<file path="src/shared/smram_decode_consts.vh">
`ifndef SMRAM_DECODE_CONSTS_VH
`define SMRAM_DECODE_CONSTS_VH
// register offsets in configuration space (byte addresses)
`define ESMC_OFFSET        8'h9E
`define TOMS_OFFSET_LO     8'hA0
`define TOMS_OFFSET_HI     8'hA1
// extended smram control field positions
`define ESMC_HIGH_EN_BIT   7
`define ESMC_ERR_BIT       6
`define ESMC_CACHE_BIT     5
`define ESMC_L1_BIT        4
`define ESMC_L2_BIT        3
`define ESMC_SIZE_HI       2
`define ESMC_SIZE_LO       1
`define ESMC_TOP_EN_BIT    0
// reset values
`define ESMC_RESET         8'h38
`define TOMS_RESET         10'h001
// per-field reset values, together giving the control reset above
`define ESMC_HIGH_EN_RESET 1'b0
`define ESMC_ERR_RESET     1'b0
`define ESMC_SIZE_RESET    2'h0
`define ESMC_TOP_EN_RESET  1'b0
// top segment size codes
`define SEG_CODE_1MB       2'h0
`define SEG_CODE_2MB       2'h1
`define SEG_CODE_8MB       2'h2
// sizes as address-bit-35:20 counts of 1 MB
`define SEG_MB_1           16'h0001
`define SEG_MB_2           16'h0002
`define SEG_MB_8           16'h0008
// high window and its low legacy target
`define HIGH_WIN_BASE      36'h0FEDA0000
`define HIGH_WIN_LAST      36'h0FEDBFFFF
`define LOW_WIN_BASE       36'h0000A0000
`endif

</file>
<file path="src/logic/extended_smram_decode_control.v">
`timescale 1ns/1ps
`include "smram_decode_consts.vh"
//
// Functional notes
// high window remaps onto low legacy DRAM
// non-SMM extended access sets invalid flag; here not set while open and unlocked
// flag sticky; write one clears it
// three cacheability bits always read one
// size code selects 1, 2, 8 MB
// segment ends at low top minus stolen
// enabled segment: SMM to DRAM, else downstream
// segment exists only with both enables
// lock freezes high enable, size, enable
// size field is address bits 35:26
// size resets 001h, bits 15:10 zero
// control register resets to 38h
// lock cleared only by reset
// extended features need global enable
// reserved size code claims no segment
module extended_smram_decode_control (
   // clock and reset
   input  wire        clk_in,
   input  wire        rst_in,
   // configuration access, byte wide
   input  wire        cfg_wr_in,
   input  wire        cfg_rd_in,
   input  wire [7:0]  cfg_addr_in,
   input  wire [7:0]  cfg_wdata_in,
   output reg  [7:0]  cfg_rdata_out,
   // state from other address-map registers
   input  wire        global_smram_enable_in,
   input  wire        smm_lock_in,
   input  wire        smm_open_in,
   input  wire [15:0] low_usable_dram_top_mb_in,
   input  wire [15:0] stolen_mb_in,
   // host request, one cycle
   input  wire        req_valid_in,
   input  wire [35:0] req_addr_in,
   input  wire        req_smm_in,
   // decode result, registered
   output reg         dec_valid_out,
   output reg  [35:0] dec_addr_out,
   output reg         dec_to_dram_out,
   output reg         dec_to_link_out,
   // live register state
   output reg  [9:0]  top_of_memory_size_out,
   output reg         invalid_access_flag_out
);
   // -----------------------------------------------------------
   // control state
   // -----------------------------------------------------------
   reg        high_window_enable;
   reg [1:0]  top_segment_size;
   reg        top_segment_enable_alias;
   reg        invalid_access_flag;
   reg [9:0]  top_of_memory_size;
   // segment bounds from the range helper
   wire [15:0] seg_base_mb;
   wire [15:0] seg_end_mb;
   wire        seg_size_ok;
   // decode terms
   reg         high_hit;
   reg         seg_hit;
   reg         bad_access;
   reg [7:0]   ctrl_view;
   reg [7:0]   next_rdata;
   // write strobes
   reg         wr_ctrl;
   reg         wr_size_lo;
   reg         wr_size_hi;
   reg         ctrl_unlocked;

   // range arithmetic kept apart so its subtraction widths stay visible
   top_segment_range u_range (
      .low_top_mb_in (low_usable_dram_top_mb_in),
      .stolen_mb_in  (stolen_mb_in),
      .size_code_in  (top_segment_size),
      .base_mb_out   (seg_base_mb),
      .end_mb_out    (seg_end_mb),
      .valid_out     (seg_size_ok)
   );

   // -----------------------------------------------------------
   // address decode
   // -----------------------------------------------------------
   always @* begin
      high_hit = global_smram_enable_in && high_window_enable &&
                 req_addr_in >= `HIGH_WIN_BASE && req_addr_in <= `HIGH_WIN_LAST;
      seg_hit  = global_smram_enable_in && top_segment_enable_alias && seg_size_ok &&
                 req_addr_in[35:20] >= seg_base_mb && req_addr_in[35:20] < seg_end_mb;
      // open only relaxes the check while unlocked
      bad_access = req_valid_in && !req_smm_in && (high_hit || seg_hit) &&
                   !(smm_open_in && !smm_lock_in);
   end

   // the register view: cache bits hardwired so no write can drop them
   always @* begin
      ctrl_view = 8'h00;
      ctrl_view[`ESMC_HIGH_EN_BIT]             = high_window_enable;
      ctrl_view[`ESMC_ERR_BIT]                 = invalid_access_flag;
      ctrl_view[`ESMC_CACHE_BIT]               = 1'b1;
      ctrl_view[`ESMC_L1_BIT]                  = 1'b1;
      ctrl_view[`ESMC_L2_BIT]                  = 1'b1;
      ctrl_view[`ESMC_SIZE_HI:`ESMC_SIZE_LO]   = top_segment_size;
      ctrl_view[`ESMC_TOP_EN_BIT]              = top_segment_enable_alias;
      // unmapped offsets read zero
      case (cfg_addr_in)
         `ESMC_OFFSET:    next_rdata = ctrl_view;
         `TOMS_OFFSET_LO: next_rdata = top_of_memory_size[7:0];
         `TOMS_OFFSET_HI: next_rdata = {6'h00, top_of_memory_size[9:8]};
         default:         next_rdata = 8'h00;
      endcase
   end

   // -----------------------------------------------------------
   // write strobes
   // -----------------------------------------------------------
   // one strobe per register byte keeps the write processes short
   always @* begin
      wr_ctrl       = cfg_wr_in && cfg_addr_in == `ESMC_OFFSET;
      wr_size_lo    = cfg_wr_in && cfg_addr_in == `TOMS_OFFSET_LO;
      wr_size_hi    = cfg_wr_in && cfg_addr_in == `TOMS_OFFSET_HI;
      // lock is owned by the compatible control block; only its reset clears it
      ctrl_unlocked = !smm_lock_in;
   end

   // -----------------------------------------------------------
   // control register fields
   // -----------------------------------------------------------
   // lock freezes the enables and the size; the flag stays clearable
   always @(posedge clk_in) begin
      if (rst_in) begin
         high_window_enable       <= `ESMC_HIGH_EN_RESET;
         top_segment_size         <= `ESMC_SIZE_RESET;
         top_segment_enable_alias <= `ESMC_TOP_EN_RESET;
      end else if (wr_ctrl && ctrl_unlocked) begin
         high_window_enable       <= cfg_wdata_in[`ESMC_HIGH_EN_BIT];
         top_segment_size         <= cfg_wdata_in[`ESMC_SIZE_HI:`ESMC_SIZE_LO];
         top_segment_enable_alias <= cfg_wdata_in[`ESMC_TOP_EN_BIT];
      end
   end

   // -----------------------------------------------------------
   // top of memory size
   // -----------------------------------------------------------
   // size register locks alongside the others, one byte lane at a time
   always @(posedge clk_in) begin
      if (rst_in) begin
         top_of_memory_size <= `TOMS_RESET;
      end else begin
         if (wr_size_lo && ctrl_unlocked)
            top_of_memory_size[7:0] <= cfg_wdata_in;
         if (wr_size_hi && ctrl_unlocked)
            top_of_memory_size[9:8] <= cfg_wdata_in[1:0];
      end
   end

   // -----------------------------------------------------------
   // invalid access flag
   // -----------------------------------------------------------
   // set beats a same-cycle clear so no event is lost
   always @(posedge clk_in) begin
      if (rst_in)
         invalid_access_flag <= `ESMC_ERR_RESET;
      else if (bad_access)
         invalid_access_flag <= 1'b1;
      else if (wr_ctrl && cfg_wdata_in[`ESMC_ERR_BIT])
         invalid_access_flag <= 1'b0;
   end

   // -----------------------------------------------------------
   // read data
   // -----------------------------------------------------------
   // zero between reads so an idle bus never shows register contents
   always @(posedge clk_in) begin
      if (rst_in)
         cfg_rdata_out <= 8'h00;
      else
         cfg_rdata_out <= cfg_rd_in ? next_rdata : 8'h00;
   end

   // -----------------------------------------------------------
   // status copies
   // -----------------------------------------------------------
   // a cycle of lag buys outputs straight from flip-flops
   always @(posedge clk_in) begin
      if (rst_in) begin
         top_of_memory_size_out  <= `TOMS_RESET;
         invalid_access_flag_out <= `ESMC_ERR_RESET;
      end else begin
         top_of_memory_size_out  <= top_of_memory_size;
         invalid_access_flag_out <= invalid_access_flag;
      end
   end

   // -----------------------------------------------------------
   // decode result
   // -----------------------------------------------------------
   // one result per request, standing for exactly one cycle
   always @(posedge clk_in) begin
      if (rst_in) begin
         dec_valid_out   <= 1'b0;
         dec_addr_out    <= 36'h000000000;
         dec_to_dram_out <= 1'b0;
         dec_to_link_out <= 1'b0;
      end else begin
         dec_valid_out   <= req_valid_in;
         dec_to_dram_out <= 1'b0;
         dec_to_link_out <= 1'b0;
         dec_addr_out    <= req_addr_in;
         if (req_valid_in) begin
            if (high_hit && req_smm_in) begin
               dec_addr_out    <= req_addr_in - `HIGH_WIN_BASE + `LOW_WIN_BASE;
               dec_to_dram_out <= 1'b1;
            end else if (high_hit || seg_hit) begin
               // non-SMM hits leave for the link; the flag records them unless open while unlocked
               dec_to_dram_out <= req_smm_in;
               dec_to_link_out <= !req_smm_in;
            end else begin
               // outside extended ranges: ordinary DRAM, other decoders refine it
               dec_to_dram_out <= 1'b1;
            end
         end
      end
   end
endmodule

</file>
<file path="src/logic/top_segment_range.v">
`timescale 1ns/1ps
`include "smram_decode_consts.vh"
// computes the top segment range in 1 MB units from the size code
module top_segment_range (
   // configuration
   input  wire [15:0] low_top_mb_in,
   input  wire [15:0] stolen_mb_in,
   input  wire [1:0]  size_code_in,
   // range, end exclusive
   output reg  [15:0] base_mb_out,
   output reg  [15:0] end_mb_out,
   output reg         valid_out
);
   reg [15:0] size_mb;
   // -----------------------------------------------------------
   // range arithmetic
   // -----------------------------------------------------------
   always @* begin
      size_mb   = 16'h0000;
      valid_out = 1'b1;
      case (size_code_in)
         `SEG_CODE_1MB: size_mb = `SEG_MB_1;
         `SEG_CODE_2MB: size_mb = `SEG_MB_2;
         `SEG_CODE_8MB: size_mb = `SEG_MB_8;
         default:        valid_out = 1'b0;
      endcase
      end_mb_out  = low_top_mb_in - stolen_mb_in;
      base_mb_out = end_mb_out - size_mb;
   end
endmodule

</file>
<file path="config.mk">
export PLATFORM = sky130hd
export DESIGN_NAME = extended_smram_decode_control
export DESIGN_NICKNAME = d
export VERILOG_FILES = /design/src/logic/extended_smram_decode_control.v /design/src/logic/top_segment_range.v
export VERILOG_INCLUDE_DIRS = /design/src /design/src/shared
export SDC_FILE = /design/constraint.sdc
export NUM_CORES = 1
export LEC_CHECK = 0
export ABC_AREA = 1
export BUFFER_PORTS_ARGS = -buffer_cell sky130_fd_sc_hd__buf_2
export CAP_MARGIN = 20
export CORE_MARGIN = 2
export CORE_UTILIZATION = 57
export CTS_CLUSTER_DIAMETER = 60
export DETAILED_ROUTE_END_ITERATION = 8
export PLACE_DENSITY = 0.89
export SLEW_MARGIN = 40
export SYNTH_ARGS = -nofsm -noshare
export SYNTH_HDL_FRONTEND = slang
export SYNTH_HIERARCHICAL = 1
export SYNTH_SLANG_ARGS = --single-unit
</file>
<file path="constraint.sdc">
create_clock -name clk_in -period 8.1 [get_ports clk_in]
set_input_delay 2.025 -clock clk_in [delete_from_list [all_inputs] [get_ports clk_in]]
set_output_delay 2.025 -clock clk_in [all_outputs]
set_load 0.01 [all_outputs]
</file>
==> impl_metrics.prom, run 1 <==
# TYPE chip_impl_metric gauge
chip_impl_metric{name="final.min_clock_period",unit="ns"} 5.03
chip_impl_metric{name="ant_nets",unit=""} 0
chip_impl_metric{name="maximum_number_of_pins_on_one_net_before_global_route_repair",unit=""} 39
chip_impl_metric{name="worst_margin_slew",unit="ns"} 0.700
chip_impl_metric{name="nNetsFinal",unit=""} 1085
chip_impl_metric{name="achievable-frequency",unit="MHz"} 199
chip_impl_metric{name="drt-initial-drc-count",unit=""} 201
chip_impl_metric{name="number_of_cells_produced_by_synthesis",unit=""} 785
chip_impl_metric{name="synthesis.nets",unit=""} 931
chip_impl_metric{name="cts_setup_buffers",unit=""} 0
chip_impl_metric{name="synth-seq-area-share",unit="%"} 28.6
chip_impl_metric{name="post_synth_edffs",unit=""} 0
chip_impl_metric{name="drv_slew",unit=""} 0
chip_impl_info{name="run_status",value="finished, final reports clean"} 1
chip_impl_metric{name="area_delta_synth_final",unit="%"} 20.4
chip_impl_metric{name="postCtsResizedCells",unit=""} 0
chip_impl_info{name="synth_ff_type",value="dfxtp_1"} 1
chip_impl_metric{name="worst_r2r_path_depth",unit=""} 25
chip_impl_metric{name="setup.reg_to_reg.worst_slack",unit="ns"} 4.92
chip_impl_metric{name="power_density_over_the_cells",unit="mW/mm^2"} 155
chip_impl_metric{name="via_per_inst",unit=""} 4.86
chip_impl_metric{name="via_count",unit=""} 5115
chip_impl_info{name="cp_common_cell",value="nand2_1"} 1
chip_impl_metric{name="number_of_input_and_output_port_buffers_inserted",unit=""} 150
chip_impl_metric{name="dp_hpwl",unit="um"} 10000
chip_impl_info{name="r2r_start",value="top_segment_size[0]"} 1
chip_impl_metric{name="postSynthAreaPerCell",unit="um^2"} 6.51
chip_impl_metric{name="synth-warning-count",unit=""} 6
chip_impl_metric{name="grt_antenna_before_repair",unit=""} 0
chip_impl_metric{name="cts_buffer_depth",unit=""} 2
chip_impl_metric{name="insertedDiodeCount",unit=""} 0
chip_impl_metric{name="hold_viol_final",unit=""} 0
chip_impl_metric{name="core_area",unit="mm^2"} 0.00872
chip_impl_metric{name="synth.distinct_cells",unit=""} 39
chip_impl_metric{name="grt.overflow.total",unit=""} 0
chip_impl_info{name="worst_setup_path_start_kind",value="primary input"} 1
chip_impl_metric{name="detail_route.drc_violations",unit=""} 0
chip_impl_metric{name="die_width",unit="um"} 98.7
chip_impl_metric{name="setup_viol",unit=""} 0
chip_impl_metric{name="drive_gt1_share",unit="%"} 24.4
chip_impl_info{name="timing.critical_path.to_type",value="register"} 1
chip_impl_metric{name="gp_routability_congestion",unit=""} 0.902
chip_impl_metric{name="synth_async_sr_flop_share",unit="%"} 0
chip_impl_metric{name="timing.final.crit_share",unit="%"} 62.1
chip_impl_info{name="timing.hold.worst_endpoint",value="top_of_memory_size_out[5]"} 1
chip_impl_info{name="rsz_0062_raised_after_global_routing",value="false"} 1
chip_impl_info{name="tritoncts",value="built"} 1
chip_impl_metric{name="wl",unit="um"} 12000
chip_impl_metric{name="cp_data_required_time",unit="ns"} 8.38
chip_impl_metric{name="all_layer_global_routing_usage",unit="%"} 25.4
chip_impl_info{name="cts.root.buffer_cell",value="clkbuf_8"} 1
chip_impl_metric{name="fp.dieH",unit="um"} 98.7
chip_impl_info{name="worst_hold_path_type",value="reg -> reg"} 1
chip_impl_metric{name="synth_seq_cells",unit=""} 73
chip_impl_metric{name="p_leak",unit="nW"} 3.60
chip_impl_metric{name="slew_headroom",unit="%"} 53.4
chip_impl_metric{name="die-area",unit="mm^2"} 0.00974
chip_impl_metric{name="first_global_vias",unit=""} 4782
chip_impl_metric{name="top_cell_type_s_share_of_synthesized_area",unit="%"} 28.6
chip_impl_metric{name="max_cap_viol_count",unit=""} 0
chip_impl_info{name="worstReg2RegEnd",value="dec_to_link_out"} 1
chip_impl_metric{name="highest_net_fanout_along_the_worst_path",unit=""} 3
chip_impl_metric{name="min_delay_path_depth",unit=""} 2
chip_impl_metric{name="fin_setup_tns",unit="ns"} 0
chip_impl_metric{name="grt_first_pass_wirelength",unit="um"} 20500
chip_impl_metric{name="placement_rows",unit=""} 34
chip_impl_metric{name="io_pins",unit=""} 151
chip_impl_info{name="timing.critical_path.slowest_stage_cell",value="fa_1"} 1
chip_impl_metric{name="routedWlPerCell",unit="um"} 11.4
chip_impl_metric{name="cts.hold.buffers_added",unit=""} 0
chip_impl_metric{name="initial_utilization",unit="%"} 58.6
chip_impl_metric{name="power.ir.vdd_worst",unit="uV"} 94.2
chip_impl_metric{name="skew",unit="ns"} 0.00653
chip_impl_info{name="criticalPathCategory",value="in -> reg"} 1
chip_impl_metric{name="cts_max_level",unit=""} 3
chip_impl_metric{name="clock_latency",unit="ns"} 0.35
chip_impl_metric{name="clock_sinks",unit=""} 73
chip_impl_info{name="synth_top_cell_by_area",value="dfxtp_1"} 1
chip_impl_metric{name="max_stage_delay",unit="ns"} 0.53
chip_impl_metric{name="cts-buffers-inserted",unit=""} 9
chip_impl_metric{name="critPathArrivalTime",unit="ns"} 5.31
chip_impl_info{name="hold_path.startpoint",value="top_of_memory_size[5]"} 1
chip_impl_info{name="post_synth_main_area_contributors",value="dfxtp_1, nand2_1, ha_1, inv_1, nor2_1"} 1
chip_impl_metric{name="clkTransAtPathRegs",unit="ns"} 0.09
chip_impl_metric{name="synth_area",unit="mm^2"} 0.00511
chip_impl_metric{name="drtPass1Iterations",unit=""} 4
chip_impl_metric{name="finish.utilization",unit="%"} 70.5
synthesized netlist by cell type, types with 2 or more instances:
cell type,n
nand2_2,13
clkinv_1,3
o21ai_1,20
clkbuf_1,6
nand2_1,193
nand3_2,5
nand4_1,10
o21ai_0,5
fa_1,2
ha_1,51
nand3_1,40
a21oi_2,2
nor2_1,86
nor2_2,15
o21bai_1,2
and2_1,2
xor2_1,6
nor2_4,4
a21oi_1,38
or2_1,2
dfxtp_1,73
nor3_1,8
inv_2,16
nand2_4,3
inv_1,163
xnor2_1,4
sequential cells by signal (all words and copies together), names as in the netlist:
signal and flops:
high_window_enable 1, invalid_access_flag 1, top_segment_size 2, top_of_memory_size 10
dec_to_link_out 1, cfg_rdata_out 8, dec_addr_out 36, top_of_memory_size_out 10
dec_to_dram_out 1, dec_valid_out 1, invalid_access_flag_out 1, top_segment_enable_alias 1
power by group:
group	internal, mW	switching [mW]
clock	0.116	0.149
sequential	0.369	0.00207
combinational	0.123	0.195
worst max path at each step:
stage | startpoint | to | slack [ns] | depth (start not counted)
final | stolen_mb_in[0] | dec_to_link_out | 3.07 | 26
after global routing | low_usable_dram_top_mb_in[0] | invalid_access_flag | 2.68 | 25
after CTS | stolen_mb_in[0] | dec_to_link_out | 3.06 | 26
after detailed placement | stolen_mb_in[0] | dec_to_link_out | 2.72 | 26
after global placement | stolen_mb_in[0] | invalid_access_flag | 2.82 | 23
after floorplan | low_usable_dram_top_mb_in[0] | invalid_access_flag | 3.07 | 23
cell usage in the layout, fill, tap and decap left out, types with 2 or more instances in the layout:
master and count:
o21ai_1 20, ha_1 51, xnor2_1 4, nand3_2 5
inv_2 16, nor2_4 4, or2_1 2, inv_1 163
nand4_1 10, o21bai_1 2, a21oi_2 2, nor2_1 86
dfxtp_1 73, a21oi_1 38, clkinvlp_4 3, buf_2 150
nand3_1 40, clkinv_1 3, and2_1 2, nor3_1 8
inv_6 3, nor2_2 15, fa_1 2, nand2_2 13
nand2_1 193, clkbuf_8 9, nand2_4 3, o21ai_0 5
xor2_1 6
worst max-delay path, delay by kind of cell:
family	cells	cell delay, ns
adders and majority gates	4	1.33
buffers and inverters	4	0.25
AOI/OAI and AO/OA	1	0.14
and+or+nand+nor	17	1.59
through the flow:
| stage | area (um^2) | power [mW] | hold slack [ns] | std cells | worst slack [ns] |
|---|---|---|---|---|---|
| 2_1_floorplan | 5110 | 0.612 | 0.413 | 785 | 3.07 |
| 3_3_place_gp | 5970 | 0.688 | 0.431 | 1036 | 2.82 |
| 3_5_place_dp | 5970 | 0.697 | 0.438 | 1036 | 2.72 |
| 4_1_cts | 6150 | 0.960 | 0.447 | 1052 | 3.06 |
| 5_1_grt | 6150 | 1.03 | 0.471 | 1052 | 2.68 |
| 6_report | 6150 | 0.954 | 0.455 | 1052 | 3.07 |
final cells by class:
class,count,area (um^2)
Sequential cell,73,1460
Clock inverter,7,60.1
Tap cell,108,135
Multi-Input combinational cell,523,2940
Inverter,182,683
Clock buffer,9,124
Timing Repair Buffer,150,751
Fill cell,745,2570
kinds of logic (layout without fill, tap and decap cells):
kind of cell | Yosys count | after routing | synth area share (%)
simple gates | 389 | 389 | 34.9
buf+inv | 189 | 348 | 13.9
flops | 73 | 73 | 28.6
compound gates | 71 | 71 | 7.57
fa+ha+maj | 53 | 53 | 13.3
xor+xnor | 10 | 10 | 1.71
metal layers:
| layer | GRT usage [%] | vias up | wire length [um] |
|---|---|---|---|
| li1 | - | 2711 | - |
| met2 | 46.2 | 162 | 5780 |
| met3 | 4.18 | 22 | 715 |
| met4 | 10.5 | 0 | 338 |
| met1 | 29.6 | 2220 | 5140 |
| met5 | 0 | - | 0 |
No activity file was read; power rests on OpenSTA's default activity.
==> inputs of run 2 (changes only) <==
CORE_UTILIZATION = 48   (was 57)
PLACE_DENSITY = 0.8   (was 0.89)
clock period = 4.2 ns   (was 8.1 ns; I/O delays follow)
==> run 2 against run 1 <==
  * Critical path type unchanged
  * Global-route usage decreased by 3.3 points
  * Via count down 1.1%
  * Worst hold slack got worse by 0.0084 ns
  * Critical endpoint unchanged
  * Register-to-register slack got worse by 3.9 ns
  * Clock power is 93% higher
==> impl_metrics.prom, run 2 (synthesis gave the netlist of run 1 again) <==
# TYPE chip_impl_metric gauge
chip_impl_info{name="worst_setup_path_start_kind",value="primary input"} 1
chip_impl_metric{name="cts_buffer_depth",unit=""} 2
chip_impl_metric{name="worst_margin_slew",unit="ns"} 0.714
chip_impl_metric{name="fin_setup_tns",unit="ns"} 0
chip_impl_info{name="mostFrequentLayoutCells",value="nand2_1, inv_1, buf_2, nor2_1, dfxtp_1"} 1
chip_impl_metric{name="gp_routability_congestion",unit=""} 0.898
chip_impl_metric{name="number_of_input_and_output_port_buffers_inserted",unit=""} 150
chip_impl_metric{name="nNetsFinal",unit=""} 1091
chip_impl_metric{name="fp.dieH",unit="um"} 107
chip_impl_metric{name="post_placement_setup_slack",unit="ns"} -0.119
chip_impl_metric{name="achievable-frequency",unit="MHz"} 254
chip_impl_metric{name="p_leak",unit="nW"} 3.64
chip_impl_metric{name="initial_utilization",unit="%"} 49.5
chip_impl_metric{name="grt_antenna_before_repair",unit=""} 0
chip_impl_metric{name="drive_gt1_share",unit="%"} 25.6
chip_impl_metric{name="wl",unit="um"} 12500
chip_impl_info{name="hold_path.startpoint",value="invalid_access_flag"} 1
chip_impl_metric{name="drt-initial-drc-count",unit=""} 221
chip_impl_info{name="timing.critical_path.to",value="dec_to_link_out"} 1
chip_impl_info{name="cts.root.buffer_cell",value="clkbuf_8"} 1
chip_impl_metric{name="highest_net_fanout_along_the_worst_path",unit=""} 3
chip_impl_metric{name="final.min_clock_period",unit="ns"} 3.93
chip_impl_metric{name="power_density_over_the_cells",unit="mW/mm^2"} 297
chip_impl_info{name="criticalPathCategory",value="in -> reg"} 1
chip_impl_info{name="critPathLaunch",value="low_usable_dram_top_mb_in[0]"} 1
chip_impl_metric{name="routedWlPerCell",unit="um"} 11.5
chip_impl_metric{name="finish.utilization",unit="%"} 60.8
chip_impl_metric{name="dp_cells",unit=""} 1070
chip_impl_metric{name="critPathArrivalTime",unit="ns"} 4.20
chip_impl_metric{name="area_delta_synth_final",unit="%"} 22.9
chip_impl_metric{name="power.ir.vdd_worst",unit="uV"} 211
chip_impl_metric{name="placement_rows",unit=""} 37
chip_impl_metric{name="maximum_number_of_pins_on_one_net_before_global_route_repair",unit=""} 39
chip_impl_info{name="r2r_start",value="top_segment_size[0]"} 1
chip_impl_metric{name="cts.hold.buffers_added",unit=""} 0
chip_impl_metric{name="total_power",unit="mW"} 1.87
chip_impl_metric{name="die_width",unit="um"} 107
chip_impl_metric{name="drv_slew",unit=""} 0
chip_impl_metric{name="final_design_area_no_fill",unit="mm^2"} 0.00628
chip_impl_info{name="worstReg2RegEnd",value="dec_to_link_out"} 1
chip_impl_metric{name="finished_layout_cells",unit=""} 1086
chip_impl_info{name="tritoncts",value="built"} 1
chip_impl_metric{name="layout_setup_ws",unit="ns"} 0.270
chip_impl_metric{name="cp_data_required_time",unit="ns"} 4.47
chip_impl_info{name="largest_register",value="dec_addr_out"} 1
chip_impl_metric{name="clock_sinks",unit=""} 73
chip_impl_metric{name="all_layer_global_routing_usage",unit="%"} 22.1
chip_impl_metric{name="first_global_vias",unit=""} 4775
chip_impl_metric{name="post_dp_cell_area",unit="mm^2"} 0.00605
chip_impl_metric{name="slew_headroom",unit="%"} 52.4
chip_impl_metric{name="detail_route.drc_violations",unit=""} 0
chip_impl_metric{name="io_pins",unit=""} 151
chip_impl_metric{name="hold_slack",unit="ns"} 0.447
chip_impl_info{name="run_status",value="finished, final reports clean"} 1
chip_impl_metric{name="skew",unit="ns"} 0.00615
chip_impl_metric{name="max_cap_viol_count",unit=""} 0
chip_impl_metric{name="grt_first_pass_wirelength",unit="um"} 20800
chip_impl_metric{name="clock_latency",unit="ns"} 0.34
chip_impl_metric{name="setup_viol",unit=""} 0
chip_impl_metric{name="setup.reg_to_reg.worst_slack",unit="ns"} 1.04
chip_impl_metric{name="cts_max_level",unit=""} 3
chip_impl_metric{name="hold_viol_final",unit=""} 0
chip_impl_metric{name="clkTransAtPathRegs",unit="ns"} 0.08
chip_impl_info{name="timing.critical_path.to_type",value="register"} 1
chip_impl_info{name="final_common_cell",value="nand2_1"} 1
chip_impl_metric{name="fillerInstances",unit=""} 1016
chip_impl_info{name="largestRegisters",value="dec_addr_out (36), top_of_memory_size (10), top_of_memory_size_out (10)"} 1
chip_impl_metric{name="via_count",unit=""} 5059
chip_impl_metric{name="timing.final.crit_share",unit="%"} 93.6
chip_impl_metric{name="grt.overflow.total",unit=""} 0
chip_impl_metric{name="dp_hpwl",unit="um"} 10300
chip_impl_metric{name="core_area",unit="mm^2"} 0.0103
chip_impl_metric{name="ant_nets",unit=""} 0
chip_impl_metric{name="cts-buffers-inserted",unit=""} 9
chip_impl_metric{name="insertedDiodeCount",unit=""} 0
chip_impl_metric{name="largest_register_ff_count",unit=""} 36
chip_impl_metric{name="via_per_inst",unit=""} 4.66
chip_impl_metric{name="die-area",unit="mm^2"} 0.0115
chip_impl_metric{name="drtPass1Iterations",unit=""} 4
chip_impl_metric{name="worst_r2r_path_depth",unit=""} 24
chip_impl_info{name="worst_hold_path_type",value="reg -> reg"} 1
chip_impl_metric{name="min_delay_path_depth",unit=""} 2
==> run 2: changes by cell type in the layout (fill, tap and decap cells not counted), sizes merged <==
cell      delta
buf          +6
clkinv       +4
clkinvlp     -2
inv          -2
==> run 2: how the worst min path moves through the flow <==
stage | to
global route | invalid_access_flag_out
global placement | invalid_access_flag_out
detailed placement | top_of_memory_size_out[4]
floorplan | invalid_access_flag_out
finish | invalid_access_flag_out
CTS | invalid_access_flag_out
==> run 2: worst max-delay path: stages <==
cell and delay, ns:
buf_2 0.08, inv_1 0.03, ha_2 0.17, fa_1 0.49
inv_1 0.06, ha_1 0.29, a21oi_2 0.16, nand2_2 0.08
nand2_2 0.08, nand3_4 0.09, nor2_4 0.13, nand3_4 0.10
nor2_4 0.14, xor2_1 0.15, inv_1 0.08, ha_4 0.28
nand4_1 0.10, nor2_1 0.11, nand2_1 0.06, clkinv_1 0.04
nand2_1 0.04, nand2_1 0.05, nand3_1 0.08, nand2_1 0.11
nand2_1 0.06, nor2_1 0.11
==> run 2: power by group <==
| group | leakage (nW) | internal, mW | total, mW | switching, mW |
|---|---|---|---|---|
| sequential | 0.599 | 0.711 | 0.715 | 0.00438 |
| clock | 0.0919 | 0.224 | 0.511 | 0.287 |
| combinational | 2.95 | 0.252 | 0.641 | 0.389 |
| total | 3.64 | 1.19 | 1.87 | 0.680 |
==> run 2: final cells by class <==
cell class / instances / area, um^2 / share of cell area, %
timing repair buffer: 156 / 796 / 12.7
clock inverter: 7 / 62.6 / 0.996
inverter: 182 / 683 / 10.9
tap: 136 / 170 / 2.71
multi-input combinational: 523 / 2980 / 47.5
sequential: 73 / 1460 / 23.3
clock buffer: 9 / 124 / 1.97
==> run 2: what timing repair did <==
action | CTS | global route
endpoints found under the setup margin | 0 | 3
buffers inserted | 0 | 0
hold endpoints to repair | 0 | 0
gates resized for setup | 0 | 8
==> run 2: metal layers <==
metal  track usage [%]  vias up  share of wire, %
li1                  -     2719                 -
met1              26.8     2185                44
met2              40.1      143                49
met3              3.53       12               5.7
met4              6.12        0               1.3
met5                 0        -                 0
==> inputs of run 3 (changes only) <==
CORE_MARGIN = 1.5   (was 2)
==> run 3 against run 2 <==
  * Via count grew 1.2%
  * Clock-buffer cell count unchanged
  * Utilization about the same
  * Setup slack lost 0.041 ns
  * Sequential cell count did not move
  * Total power fell by 0.30%
  * Die area shrank 1.9%
  * Worst hold slack gained 0.0080 ns
  * Cell area hardly changed
  * Combinational power about the same
  * Critical endpoint is now invalid_access_flag
  * Largest cell class unchanged
  * Largest power group unchanged
  * Highest routed layer unchanged
==> impl_metrics.prom, run 3 (synthesis gave the netlist of run 1 again) <==
# TYPE chip_impl_metric gauge
chip_impl_info{name="run_status",value="finished, final reports clean"} 1
chip_impl_metric{name="io_pins",unit=""} 151
chip_impl_metric{name="placement_rows",unit=""} 37
chip_impl_metric{name="via_per_inst",unit=""} 4.71
chip_impl_metric{name="p_leak",unit="nW"} 3.64
chip_impl_metric{name="die-area",unit="mm^2"} 0.0113
chip_impl_metric{name="fin_setup_tns",unit="ns"} 0
chip_impl_metric{name="min_delay_path_depth",unit=""} 2
chip_impl_metric{name="wl",unit="um"} 12200
chip_impl_metric{name="finished_layout_cells",unit=""} 1087
chip_impl_metric{name="insertedDiodeCount",unit=""} 0
chip_impl_info{name="cts.root.buffer_cell",value="clkbuf_8"} 1
chip_impl_metric{name="fp.dieH",unit="um"} 106
chip_impl_metric{name="cts-buffers-inserted",unit=""} 9
chip_impl_metric{name="cts_max_level",unit=""} 3
chip_impl_metric{name="grt.overflow.total",unit=""} 0
chip_impl_metric{name="slew_headroom",unit="%"} 52.1
chip_impl_metric{name="dp_hpwl",unit="um"} 10100
chip_impl_metric{name="final.min_clock_period",unit="ns"} 3.97
chip_impl_info{name="final_common_cell",value="nand2_1"} 1
chip_impl_metric{name="setup_viol",unit=""} 0
chip_impl_metric{name="clock_power_share",unit="%"} 27.2
chip_impl_metric{name="drt-initial-drc-count",unit=""} 205
chip_impl_metric{name="cts.hold.buffers_added",unit=""} 0
chip_impl_info{name="largest_register",value="dec_addr_out"} 1
chip_impl_metric{name="internal_power",unit="mW"} 1.19
chip_impl_info{name="timing.critical_path.slowest_stage_cell",value="fa_1"} 1
chip_impl_metric{name="combPwrFrac",unit="%"} 34.4
chip_impl_metric{name="max_stage_delay",unit="ns"} 0.50
chip_impl_metric{name="netSwitchingFraction",unit="%"} 36.2
chip_impl_metric{name="hold_slack",unit="ns"} 0.455
chip_impl_metric{name="power.sequential.fraction",unit="%"} 38.4
chip_impl_metric{name="die_width",unit="um"} 106
chip_impl_info{name="timing.critical_path.to_type",value="register"} 1
chip_impl_info{name="cp_common_cell",value="nand2_1"} 1
chip_impl_metric{name="core_area",unit="mm^2"} 0.0103
chip_impl_metric{name="area_delta_synth_final",unit="%"} 22.9
chip_impl_metric{name="highest_net_fanout_along_the_worst_path",unit=""} 3
chip_impl_metric{name="power_density_over_the_cells",unit="mW/mm^2"} 297
chip_impl_info{name="largestRegisters",value="dec_addr_out (36), top_of_memory_size (10), top_of_memory_size_out (10)"} 1
chip_impl_metric{name="timing.final.crit_share",unit="%"} 94.5
chip_impl_info{name="path_cells",value="buf_2, inv_1, ha_1, fa_1, inv_1, ha_1, a21oi_2, nand2_1, nand2_1, nand3_2, nor2_4, nand3_4, nor2_4, xor2_1, inv_1, ha_1, a21oi_1, nand2_1, a21oi_1, nand2_1, nand3_1, nand2_2, nand3_1, nand2_1"} 1
chip_impl_metric{name="drtPass1Iterations",unit=""} 4
chip_impl_info{name="worstReg2RegEnd",value="invalid_access_flag"} 1
chip_impl_metric{name="initial_utilization",unit="%"} 49.5
chip_impl_metric{name="clock_latency",unit="ns"} 0.35
chip_impl_metric{name="achievable-frequency",unit="MHz"} 252
chip_impl_metric{name="critPathArrivalTime",unit="ns"} 4.22
chip_impl_metric{name="power.ir.vdd_worst",unit="uV"} 199
chip_impl_metric{name="routedWlPerCell",unit="um"} 11.2
chip_impl_info{name="worst_setup_path_start_kind",value="primary input"} 1
chip_impl_metric{name="gp_routability_congestion",unit=""} 0.902
chip_impl_metric{name="clkTransAtPathRegs",unit="ns"} 0.08
chip_impl_info{name="r2r_start",value="top_segment_size[0]"} 1
chip_impl_metric{name="power.net_switching",unit="uW"} 674
chip_impl_info{name="worst_hold_path_type",value="reg -> reg"} 1
chip_impl_info{name="hold_path.startpoint",value="invalid_access_flag"} 1
chip_impl_metric{name="via_count",unit=""} 5120
chip_impl_metric{name="cts_buffer_depth",unit=""} 2
chip_impl_metric{name="all_layer_global_routing_usage",unit="%"} 21.4
chip_impl_info{name="mostFrequentLayoutCells",value="nand2_1, inv_1, buf_2, nor2_1, dfxtp_1"} 1
chip_impl_metric{name="max_cap_viol_count",unit=""} 0
chip_impl_metric{name="worst_margin_slew",unit="ns"} 0.718
chip_impl_info{name="timing.hold.worst_endpoint",value="invalid_access_flag_out"} 1
chip_impl_metric{name="maximum_number_of_pins_on_one_net_before_global_route_repair",unit=""} 39
chip_impl_metric{name="dp_cells",unit=""} 1070
chip_impl_metric{name="hold_viol_final",unit=""} 0
chip_impl_metric{name="total_power",unit="mW"} 1.86
chip_impl_metric{name="nNetsFinal",unit=""} 1092
chip_impl_metric{name="clock_sinks",unit=""} 73
chip_impl_metric{name="grt_first_pass_wirelength",unit="um"} 19600
chip_impl_metric{name="grt_antenna_before_repair",unit=""} 0
chip_impl_metric{name="largest_register_ff_count",unit=""} 36
chip_impl_metric{name="cp_data_required_time",unit="ns"} 4.45
chip_impl_metric{name="skew",unit="ns"} 0.00822
chip_impl_metric{name="drv_slew",unit=""} 0
chip_impl_metric{name="detail_route.drc_violations",unit=""} 0
chip_impl_info{name="tritoncts",value="built"} 1
chip_impl_metric{name="first_global_vias",unit=""} 4648
chip_impl_metric{name="setup.reg_to_reg.worst_slack",unit="ns"} 1.07
chip_impl_metric{name="worst_r2r_path_depth",unit=""} 22
chip_impl_metric{name="drive_gt1_share",unit="%"} 25.7
chip_impl_metric{name="number_of_input_and_output_port_buffers_inserted",unit=""} 150
chip_impl_metric{name="ant_nets",unit=""} 0
chip_impl_info{name="criticalPathCategory",value="in -> reg"} 1
## run 3: power groups by stage
stage               logic [mW]  clock network, mW  registers (mW)
global route             0.733              0.545           0.717
CTS                      0.629              0.517           0.715
global placement         0.608                  0           0.731
detailed placement       0.626                  0           0.731
finish                   0.641              0.507           0.715
floorplan                0.437                  0           0.743
## run 3: repair_timing
action / 4_1_cts / 5_1_grt
hold endpoints to repair: 0 / 0
resized for setup: 0 / 8
setup endpoints to repair: 0 / 3
setup buffers: 0 / 1
## run 3: metrics by stage
step / utilization [%] / instance area [um^2] / setup slack, ns
floorplan: - / 5110 / 0.142
global placement: 58.6 / 6050 / -0.0458
detailed placement: 58.6 / 6050 / -0.158
CTS: 60.4 / 6230 / 0.216
global route: 60.8 / 6280 / -0.00772
finish: 60.8 / 6280 / 0.229
## run 3: layout make-up
class	count	area [um^2]
fill	994	4040
multi-input combinational	523	2980
sequential	73	1460
timing repair buffer	157	803
inverter	182	683
tap	136	170
clock buffer	9	124
clock inverter	7	61.3
## run 3: how the worst max path moves through the flow
stage,start,to,cells past startpoint
after CTS,low_usable_dram_top_mb_in[0],invalid_access_flag,24
after detailed placement,low_usable_dram_top_mb_in[0],invalid_access_flag,24
after floorplan,low_usable_dram_top_mb_in[0],invalid_access_flag,23
final,low_usable_dram_top_mb_in[0],invalid_access_flag,24
after global placement,stolen_mb_in[0],invalid_access_flag,23
after global routing,low_usable_dram_top_mb_in[0],invalid_access_flag,27
## run 3: per-layer routing
metal / part of all wire (%) / up-vias / GRT usage [%]
li1: - / 2717 / -
met2: 47 / 168 / 39.2
met5: 0 / - / 0
met3: 6.6 / 23 / 4.35
met4: 2.0 / 0 / 7.92
met1: 44 / 2212 / 24.4
## run 3: worst max-delay path, delay by kind of cell
family,cells,cell delay (ns)
simple gates,12,1.08
xor+xnor,1,0.16
compound gates,3,0.40
fa+ha+maj,4,1.30
buf+inv,4,0.23
